**src/logic/sync_pkg.sv**
```systemverilog
// Function
// - modulation clock is system clock, undivided
// - modulation clock driven out to modulators
// - external bit-streams feed sinc3 filters directly
// - oversampling ratio 1024 for filters and trigger
// - filters and trigger start and output together
// - keep one filter output in five
// - trigger pulses at full decimated rate
// - voltage converter armed once per ten triggers (every second kept trigger)
// - accepted trigger scans six channels once
// - 4 MHz converter clock, 8 sample, 12 convert
// - format select 1 gives 16-bit signed results
// - scan maps A10 temperature, A5/A4/A3 phase voltages
// - bit-streams 0,1,2 feed phase A,B,C filters
// - pin mapping of clock out and bit-streams
// - transfer engine stores results, flags after six
// - trigger keeps conversion sampling instants synchronized
package sync_pkg;
  localparam longint CLK_HZ = 200000000;
  localparam longint MOD_CLK_HZ = CLK_HZ;
  localparam longint SAR_CLK_HZ = 4000000;
  localparam int SAR_DIV = int'(CLK_HZ / SAR_CLK_HZ);
  localparam int OSR = 1024;
  localparam int SKIP_RATIO = 5;
  localparam int SAR_SAMPLE_CYCLES = 8;
  localparam int SAR_CONV_CYCLES = 12;
  localparam int SCAN_LEN = 6;
  localparam int PHASES = 3;
  localparam int FILT_W = 31;
  localparam int RESULT_W = 10;
  localparam int SIGNED_PAD = 6;
  // scan order: temperature, phase voltages 1..3, two spares
  localparam logic [3:0] SCAN_CHAN [SCAN_LEN] =
    '{4'ha, 4'h5, 4'h4, 4'h3, 4'h2, 4'h1};
  localparam logic [7:0] CTRL_OFFS = 8'h00;
  localparam logic [7:0] STATUS_OFFS = 8'h04;
  localparam logic [7:0] KEPT_COUNT_OFFS = 8'h08;
  localparam logic [7:0] CURRENT_BASE = 8'h10;
  localparam logic [7:0] VOLTAGE_BASE = 8'h20;
  localparam int CTRL_ENABLE_BIT = 0;
  localparam int CTRL_FORMAT_BIT = 1;
  localparam int STATUS_DONE_BIT = 0;
  localparam int STATUS_BUSY_BIT = 1;
  localparam logic [1:0] CTRL_RESET = 2'h0;
  typedef enum logic [1:0] {SAR_IDLE, SAR_SAMPLE, SAR_CONVERT} sar_state_type;
endpackage

```
**src/logic/sinc3_decimator.sv**
```systemverilog
`timescale 1ns/100ps
module sinc3_decimator
  import sync_pkg::*;
#(
  parameter int W = FILT_W
)
(
  input wire logic clk,
  input wire logic arst_n,
  input wire logic enable,
  input wire logic bit_in,
  input wire logic dump,
  output logic [W-1:0] data_out,
  output logic data_valid
);
  logic [W-1:0] int1_reg, int2_reg, int3_reg;
  logic [W-1:0] z1_reg, z2_reg, z3_reg;
  logic [W-1:0] d1, d2, d3;

  // modular wrap of the integrators is harmless for sinc3
  always_ff @(posedge clk or negedge arst_n)
  begin
    if (!arst_n)
    begin
      int1_reg <= '0;
      int2_reg <= '0;
      int3_reg <= '0;
    end
    else if (!enable)
    begin
      int1_reg <= '0;
      int2_reg <= '0;
      int3_reg <= '0;
    end
    else
    begin
      int1_reg <= int1_reg + W'(bit_in);
      int2_reg <= int2_reg + int1_reg;
      int3_reg <= int3_reg + int2_reg;
    end
  end

  always_comb
  begin
    d1 = int3_reg - z1_reg;
    d2 = d1 - z2_reg;
    d3 = d2 - z3_reg;
  end

  always_ff @(posedge clk or negedge arst_n)
  begin
    if (!arst_n)
    begin
      z1_reg <= '0;
      z2_reg <= '0;
      z3_reg <= '0;
      data_out <= '0;
      data_valid <= 1'b0;
    end
    else if (!enable)
    begin
      z1_reg <= '0;
      z2_reg <= '0;
      z3_reg <= '0;
      data_valid <= 1'b0;
    end
    else
    begin
      data_valid <= dump;
      if (dump)
      begin
        z1_reg <= int3_reg;
        z2_reg <= d1;
        z3_reg <= d2;
        data_out <= d3;
      end
    end
  end
endmodule

```
**src/logic/polyphase_sample_synchronizer.sv**
```systemverilog
// Added by the designer: the plain strobed port and the placing of the registers.
`timescale 1ns/100ps
module polyphase_sample_synchronizer
  import sync_pkg::*;
(
  input wire logic clk,
  input wire logic arst_n,
  input wire logic [7:0] reg_addr,
  input wire logic [31:0] reg_wdata,
  input wire logic reg_write,
  input wire logic reg_read,
  output logic [31:0] reg_rdata,
  input wire logic bitstream_in_0,
  input wire logic bitstream_in_1,
  input wire logic bitstream_in_2,
  output logic modulation_clock_out,
  output logic [3:0] sar_channel_sel,
  output logic sar_sample_hold,
  input wire logic [9:0] sar_sample_data,
  output logic trigger_pulse,
  output logic kept_sample,
  output logic transfer_done_flag
);
  logic [1:0] ctrl_reg;
  logic group_en;
  logic format_sel;
  logic [9:0] decim_cnt_reg;
  logic dump;
  logic [2:0] skip_cnt_reg;
  logic kept_now;
  logic [31:0] kept_count_reg;
  logic [PHASES-1:0] bits;
  logic [FILT_W-1:0] filt_data [PHASES];
  logic [PHASES-1:0] filt_valid;
  logic [FILT_W-1:0] current_reg [PHASES];
  logic [5:0] sar_div_reg;
  logic sar_tick;
  sar_state_type sar_state_reg;
  logic [4:0] phase_reg;
  logic [2:0] chan_idx_reg;
  logic [9:0] held_reg;
  logic [15:0] sar_result_reg;
  logic [2:0] sar_result_idx_reg;
  logic sar_result_valid_reg;
  logic [15:0] volt_reg [SCAN_LEN];
  logic done_set;
  logic done_clr;

  assign group_en = ctrl_reg[CTRL_ENABLE_BIT];
  assign format_sel = ctrl_reg[CTRL_FORMAT_BIT];

  // forwarded clock, so the modulators run at the filter rate
  assign modulation_clock_out = clk;
  assign bits = {bitstream_in_2, bitstream_in_1, bitstream_in_0};

  // one decimation count shared by all filters and the trigger
  always_ff @(posedge clk or negedge arst_n)
  begin
    if (!arst_n)
      decim_cnt_reg <= '0;
    else if (!group_en)
      decim_cnt_reg <= '0;
    else
      decim_cnt_reg <= decim_cnt_reg + 10'h001;
  end

  assign dump = group_en && (decim_cnt_reg == 10'(OSR - 1));

  genvar g;
  generate
    for (g = 0; g < PHASES; g++)
    begin : g_filt
      sinc3_decimator #(
        .W(FILT_W)
      ) u_filt (
        .clk(clk),
        .arst_n(arst_n),
        .enable(group_en),
        .bit_in(bits[g]),
        .dump(dump),
        .data_out(filt_data[g]),
        .data_valid(filt_valid[g])
      );
    end
  endgenerate

  // trigger lands on the same cycle as the filter outputs
  always_ff @(posedge clk or negedge arst_n)
  begin
    if (!arst_n)
      trigger_pulse <= 1'b0;
    else
      trigger_pulse <= dump;
  end

  assign kept_now = trigger_pulse && (skip_cnt_reg == 3'h0);
  assign kept_sample = kept_now;

  always_ff @(posedge clk or negedge arst_n)
  begin
    if (!arst_n)
      skip_cnt_reg <= '0;
    else if (!group_en)
      skip_cnt_reg <= '0;
    else if (trigger_pulse)
      skip_cnt_reg <= (skip_cnt_reg == 3'(SKIP_RATIO - 1)) ?
        3'h0 : skip_cnt_reg + 3'h1;
  end

  always_ff @(posedge clk or negedge arst_n)
  begin
    if (!arst_n)
      kept_count_reg <= '0;
    else if (kept_now)
      kept_count_reg <= kept_count_reg + 32'h1;
  end

  // skipped outputs never reach the current registers
  always_ff @(posedge clk or negedge arst_n)
  begin
    if (!arst_n)
    begin
      for (int i = 0; i < PHASES; i++)
        current_reg[i] <= '0;
    end
    else if (kept_now)
    begin
      for (int i = 0; i < PHASES; i++)
        current_reg[i] <= filt_data[i];
    end
  end

  // 4 MHz enable; free running, so the first tick of a scan comes 1 to 50 cycles after arming
  always_ff @(posedge clk or negedge arst_n)
  begin
    if (!arst_n)
      sar_div_reg <= '0;
    else if (sar_div_reg == 6'(SAR_DIV - 1))
      sar_div_reg <= '0;
    else
      sar_div_reg <= sar_div_reg + 6'h01;
  end

  assign sar_tick = (sar_div_reg == 6'(SAR_DIV - 1));

  // a kept trigger during a running scan is dropped, not queued
  always_ff @(posedge clk or negedge arst_n)
  begin
    if (!arst_n)
    begin
      sar_state_reg <= SAR_IDLE;
      phase_reg <= '0;
      chan_idx_reg <= '0;
    end
    else
    begin
      unique case (sar_state_reg)
        SAR_IDLE:
          if (kept_now)
          begin
            sar_state_reg <= SAR_SAMPLE;
            phase_reg <= '0;
            chan_idx_reg <= '0;
          end
        SAR_SAMPLE:
          if (sar_tick)
          begin
            if (phase_reg == 5'(SAR_SAMPLE_CYCLES - 1))
            begin
              sar_state_reg <= SAR_CONVERT;
              phase_reg <= '0;
            end
            else
              phase_reg <= phase_reg + 5'h01;
          end
        SAR_CONVERT:
          if (sar_tick)
          begin
            if (phase_reg == 5'(SAR_CONV_CYCLES - 1))
            begin
              phase_reg <= '0;
              if (chan_idx_reg == 3'(SCAN_LEN - 1))
                sar_state_reg <= SAR_IDLE;
              else
              begin
                sar_state_reg <= SAR_SAMPLE;
                chan_idx_reg <= chan_idx_reg + 3'h1;
              end
            end
            else
              phase_reg <= phase_reg + 5'h01;
          end
      endcase
    end
  end

  assign sar_channel_sel = SCAN_CHAN[chan_idx_reg];
  assign sar_sample_hold = (sar_state_reg == SAR_SAMPLE);

  always_ff @(posedge clk or negedge arst_n)
  begin
    if (!arst_n)
      held_reg <= '0;
    else if (sar_state_reg == SAR_SAMPLE && sar_tick &&
             phase_reg == 5'(SAR_SAMPLE_CYCLES - 1))
      held_reg <= sar_sample_data;
  end

  always_ff @(posedge clk or negedge arst_n)
  begin
    if (!arst_n)
    begin
      sar_result_reg <= '0;
      sar_result_idx_reg <= '0;
      sar_result_valid_reg <= 1'b0;
    end
    else
    begin
      sar_result_valid_reg <= 1'b0;
      if (sar_state_reg == SAR_CONVERT && sar_tick &&
          phase_reg == 5'(SAR_CONV_CYCLES - 1))
      begin
        sar_result_valid_reg <= 1'b1;
        sar_result_idx_reg <= chan_idx_reg;
        // offset binary to signed, left justified
        if (format_sel)
          sar_result_reg <= {~held_reg[9], held_reg[8:0],
            SIGNED_PAD'(0)};
        else
          sar_result_reg <= {SIGNED_PAD'(0), held_reg};
      end
    end
  end

  // transfer engine: one store per result, flag after the sixth
  always_ff @(posedge clk or negedge arst_n)
  begin
    if (!arst_n)
    begin
      for (int i = 0; i < SCAN_LEN; i++)
        volt_reg[i] <= '0;
    end
    else if (sar_result_valid_reg)
      volt_reg[sar_result_idx_reg] <= sar_result_reg;
  end

  assign done_set = sar_result_valid_reg &&
    (sar_result_idx_reg == 3'(SCAN_LEN - 1));
  assign done_clr = reg_write && reg_addr == STATUS_OFFS &&
    reg_wdata[STATUS_DONE_BIT];

  always_ff @(posedge clk or negedge arst_n)
  begin
    if (!arst_n)
      transfer_done_flag <= 1'b0;
    else if (done_set)
      transfer_done_flag <= 1'b1;
    else if (done_clr)
      transfer_done_flag <= 1'b0;
  end

  always_ff @(posedge clk or negedge arst_n)
  begin
    if (!arst_n)
      ctrl_reg <= CTRL_RESET;
    else if (reg_write && reg_addr == CTRL_OFFS)
      ctrl_reg <= reg_wdata[1:0];
  end

  always_ff @(posedge clk or negedge arst_n)
  begin
    if (!arst_n)
      reg_rdata <= '0;
    else if (!reg_read)
      reg_rdata <= '0;
    else if (reg_addr == CTRL_OFFS)
      reg_rdata <= {30'h0, ctrl_reg};
    else if (reg_addr == STATUS_OFFS)
      reg_rdata <= {25'h0, skip_cnt_reg, 2'h0,
        sar_state_reg != SAR_IDLE, transfer_done_flag};
    else if (reg_addr == KEPT_COUNT_OFFS)
      reg_rdata <= kept_count_reg;
    else if (reg_addr >= CURRENT_BASE && reg_addr < 8'(CURRENT_BASE + 4 *
             PHASES) && reg_addr[1:0] == 2'h0)
      reg_rdata <= {1'b0, current_reg[2'(reg_addr[3:2])]};
    else if (reg_addr >= VOLTAGE_BASE && reg_addr < 8'(VOLTAGE_BASE + 4 *
             SCAN_LEN) && reg_addr[1:0] == 2'h0)
      reg_rdata <= {16'h0, volt_reg[3'(reg_addr[4:2])]};
    else
      reg_rdata <= '0;
  end

  logic [12:0] scan_age_reg;
  always_ff @(posedge clk or negedge arst_n)
  begin
    if (!arst_n)
      scan_age_reg <= '0;
    else if (sar_state_reg == SAR_IDLE)
      scan_age_reg <= '0;
    else
      scan_age_reg <= scan_age_reg + 13'h1;
  end
endmodule

```
**config.mk**
```make
export PLATFORM = sky130hd
export DESIGN_NAME = polyphase_sample_synchronizer
export DESIGN_NICKNAME = d
export VERILOG_FILES = /design/src/logic/sync_pkg.sv /design/src/logic/sinc3_decimator.sv /design/src/logic/polyphase_sample_synchronizer.sv
export SDC_FILE = /design/constraint.sdc
export NUM_CORES = 2
export LEC_CHECK = 0
export ABC_AREA = 1
export BUFFER_PORTS_ARGS = -buffer_cell sky130_fd_sc_hd__buf_2
export CORE_AREA = 2 2 309 341
export CTS_BUF_LIST = sky130_fd_sc_hd__clkbuf_4 sky130_fd_sc_hd__clkbuf_8
export CTS_CLUSTER_DIAMETER = 100
export DETAILED_ROUTE_END_ITERATION = 10
export DIE_AREA = 0 0 311 343
export GPL_TIMING_DRIVEN = 0
export PLACE_DENSITY = 0.75
export SYNTH_ARGS = -nofsm -noshare
export SYNTH_HDL_FRONTEND = slang
export SYNTH_SLANG_ARGS = --single-unit
```
**constraint.sdc**
```tcl
create_clock -name clk -period 9.5 [get_ports clk]
set_input_delay 2.375 -clock clk [delete_from_list [all_inputs] [get_ports clk]]
set_output_delay 2.375 -clock clk [all_outputs]
set_load 0.03 [all_outputs]
```
======== Word-level counts from Yosys, hierarchy flattened ========
Memory sizes are Yosys's and may differ from the RTL's.
Index checks and enable logic that the tools add are counted.
word-level totals
  flip-flop bits (word level) ............. 967
  latch bits .............................. 0
  bits in writable memories ............... 0
  memory bits (read-only) ................. 32
  input bits .............................. 57
  output and inout bits ................... 41
  logic and storage cells ................. 200
  memories ................................ 1
memories
  memory            words  width  rd ports  clocked after memory_dff  wr ports  RTL line                              RTL
  (name not given)  8      4      1         0                         0         polyphase_sample_synchronizer.sv:197  assign sar_channel_sel = SCAN_CHAN[chan_idx_reg];
cells by class
  add/subtract/negate cells ............... 24
  multiply operators ...................... 0
  divide/modulo/power cells ............... 0
  magnitude comparators ................... 9
  eq/ne operators ......................... 19
  shifts and indexed selects .............. 0
  mux-type cells .......................... 71
  bitwise gates (word level) .............. 5
  reductions and logical operators ........ 26
operators by type and width
  operator                                                          number
  31-bit 2-to-1 mux                                                 30
  31-bit subtractor                                                 9
  31-bit adder                                                      6
  32-bit 2-to-1 mux                                                 4
  96-bit bitwise mux                                                1
  31-bit by 1-bit adder with 31-bit output                          3
  16-bit 2-to-1 mux                                                 5
  31-bit binary-select mux with 2-bit select                        1
  16-bit binary-select mux with 3-bit select                        1
  16-bit demux with 3-bit select                                    1
  32-bit by 1-bit adder with 32-bit output (second input constant)  1
  5-bit 2-to-1 mux                                                  5
  3-bit 2-to-1 mux                                                  7
  1-bit logical AND                                                 15
  5-bit case mux with 3 select lines                                1
  4-bit >= comparator (second input constant)                       3
  3-bit inverter with 4-bit output                                  3
  10-bit by 1-bit adder with 10-bit output (second input constant)  1
  10-bit equality test (second input constant)                      1
  10-bit 2-to-1 mux                                                 1
  2-bit 2-to-1 mux                                                  5
  2-bit != test (second input constant)                             5
  5-bit AND reduction                                               2
  3-bit equality test (second input constant)                       3
  other kinds (30)                                                  40

======== Longest topological paths before layout ========
  depth in word-level cells ............... 10
  mapped depth ............................ 35
  depth with buffers taken out ............ 35

======== Hierarchy ========
Synthesis repeated with hierarchy kept, for this count alone.
second synthesis, totals
  cells, all modules ...................... 8188
  area, all modules ....................... 62726.4 um2
by module, submodules not included
  module                               instances  cells an instance  area each (um2)  sequential area each (um2)
  sinc3_decimator at g_filt[2].u_filt  1          2162               16176.8          5455.2
  sinc3_decimator at g_filt[0].u_filt  1          2147               16143.0          5455.2
  sinc3_decimator at g_filt[1].u_filt  1          2140               15876.5          5455.2
  polyphase_sample_synchronizer        1          1739               14530.2          7907.6

==> flow_summary.toml <==
[logic_synthesis]
synth_area_um2 = 61600
yosysMostFrequentCell = "nand2_1"
synth_edf_count = 0
synth_top_family_by_area = "simple AND/OR/NAND/NOR gates"
synth_ff_type = "dfrtp_1"
synth_cell_types = 64
syn_inst = 8034
synth-xor-area-share_pct = 4.28
syn_avg_cell_area_um2 = 7.66
async_flop_share_pct = 100
yosysSeqAreaShare_pct = 39.3
synth_seq_cells = 967
syn_nets = 8575
synth_common_cells = "nand2_1 (1840), inv_1 (968), dfrtp_1 (967)"
synth_area_leaders = "dfrtp_1 (39%), nand2_1 (11%), ha_1 (9.5%)"
yosysWarnings = 0
synthMuxAreaShare_pct = 0.110
yosys.area_share.simple_pct = 21.1
synth_area_leader_cell = "dfrtp_1"
synth-compound-area-share_pct = 18.0
synthAdderAreaFrac_pct = 10.0
yosysTopAreaCellShare_pct = 39.3

[sta]
setup_viol_count_final = 0
relSlewSlack_pct = 5.70
skew_ps = 43.7
setup_slack_ps = 1870
fin_tns_setup_ps = 0
tightest_slew_ps = 1410
rsz0062_at_grt = "no"
finalMaxSlewViolations = 0
finalHoldViolCount = 0

[placed_design]
pre_cts_slack_ps = 2110
gp_congestion = 0.978
post-dp-hpwl_um = 135000
io_buffers = 66

[worst_setup_path]
worstPathArrival_ps = 5250
crit_path_cell_trace = "clkbuf_8 > clkbuf_8 > buf_4 > buf_2"
critPathMostFrequentCell = "clkbuf_8"
crit_start = "clk"
endpoint = "modulation_clock_out"
worstReg2RegEnd = "g_filt[1].u_filt.data_out[30]"
slowest_stage = "buf_2"
cp_max_fo = 3
r2r_setup_slack_ps = 3240
critPathKind = "clk -> out"
slowest_delay_ps = 160
cp.required_ps = 7130
worstReg2RegStart = "g_filt[1].u_filt.int3_reg[2]"
endpoint_kind = "primary output"
start_kind = "clock port"
worstRegToRegCells = 31

[layout]
nNetsFinal = 8817
drive_above_1_share_pct = 5.78
largest_reg_flops = 96
synthToLayoutAreaGrowth_pct = 9.75

[clocking]
clkTransAtPathRegs_ps = 60
post-cts-setup-buffer-count = 0
ctsHoldBuffers = 0
cts_repair_resize_count = 0
tritoncts = "yes"
insertion_delay_ps = 980

[routing]
avgRoutedWirePerCell_um = 17.7
drtAntennaViolNets = 0
drt_wl_total_um = 173000
drc_errors = 0
via_per_inst = 5.65
drtIter0Drc = 3990
drt_first_pass_iters = 6
vias = 55300

[floorplan]
start_util_pct = 59.6
row_count = 124
core_um2 = 103000
num_io_pins = 98
dieArea_um2 = 107000
die_w_um = 311
die_y_um = 343

[pwr]
peakVddDrop_v = 0.000132
switching_share_pct = 23.4
p_seq_share_pct = 48.1
p_clk_share_pct = 49.2
p_per_area_nw_per_um2 = 127
internal_power_mw = 6.57
power_switching_mw = 2.01
power_frac_comb_pct = 2.7
p_leak_nw = 34.7

[grt]
grt_pass1_vias = 53500
grt-ovfl-total = 0
grtUsageTotal_pct = 32.4
grt_max_degree = 124
grt_pass1_wl_um = 278000
antenna_found_initial = 1

[flow_run]
cap_violations = 0

[run_status]
outcome = "finished, final reports clean"

[worst_hold_path]
min_path_type = "reg -> reg"
[worst max-delay path: cells and delay by family]
family                 cells  cell delay (ps)
buffers and inverters      4              500
[layer usage]
layer	wire length, µm	vias to the layer above	track usage, %
li1	-	27400	-
met1	75200	25900	41.6
met2	80500	1557	54.2
met3	8780	387	4.32
met4	8830	0	15.9
met5	0	-	0
[cells in the final DEF, fill, tap and decap left out, types with 38 or more instances in the layout]
master / instances
nand2_1: 1840
o21a_1: 42
nor3_1: 125
o21bai_1: 47
clkbuf_1: 152
o22ai_1: 80
a31oi_1: 47
xor2_1: 181
nor2_1: 619
clkbuf_8: 205
nand4_1: 69
inv_1: 968
nor4_1: 48
clkbuf_4: 41
buf_2: 100
o221ai_1: 38
o21ai_0: 829
a21o_1: 61
ha_1: 469
nand3_1: 289
dfrtp_1: 967
xnor2_1: 120
a21oi_1: 732
[how the worst min path moves through the flow]
stage	startpoint	endpoint	slack [ps]	cells past startpoint
2_1_floorplan	decim_cnt_reg[0]	decim_cnt_reg[0]	430	1
3_3_place_gp	g_filt[0].u_filt.data_out[12]	current_reg[74]	450	2
3_5_place_dp	g_filt[1].u_filt.data_out[19]	current_reg[50]	450	2
4_1_cts	g_filt[0].u_filt.data_out[15]	current_reg[77]	460	2
5_1_grt	g_filt[0].u_filt.data_out[15]	current_reg[77]	470	2
6_report	g_filt[0].u_filt.data_out[15]	current_reg[77]	450	2
[metrics by stage]
step / instance area (µm²) / std cells / util, % / hold slack, ps / power [mW]
global route: 67600 / 9791 / 65.4 / 469 / 8.85
CTS: 67600 / 9790 / 65.4 / 456 / 8.64
floorplan: 61600 / 8034 / - / 433 / 4.29
global placement: 63600 / 9486 / 61.6 / 453 / 4.44
finish: 67600 / 9791 / 65.4 / 450 / 8.57
detailed placement: 63800 / 9494 / 61.8 / 451 / 4.45
[logic make-up after synthesis]
group / Yosys count
and+or+nand+nor: 3112
AOI/OAI and AO/OA: 2002
buffers and inverters: 1162
DFF: 967
adders and majority gates: 484
xor gates and xnor gates: 301
muxes: 6
[area by class of cell]
cell class / instances / area (µm²)
diodes: 1 / 2.50
plain buffers: 193 / 779
clock buffers: 247 / 3130
clock inverters: 50 / 576
fillers: 9234 / 35800
inverters: 969 / 3640
multi-input cells: 5905 / 32900
flip-flops and latches: 967 / 24200
well taps: 1386 / 1730
repair buffers: 73 / 556
[power by group through the flow]
stage,Sequential (mW),Clock (mW),Combinational [mW]
global placement,4.21,0.0189,0.220
detailed placement,4.20,0.0189,0.235
finish,4.13,4.21,0.231
floorplan,4.20,0.0158,0.0698
CTS,4.13,4.27,0.235
global route,4.12,4.46,0.256
No activity file was read; power rests on OpenSTA's default activity.
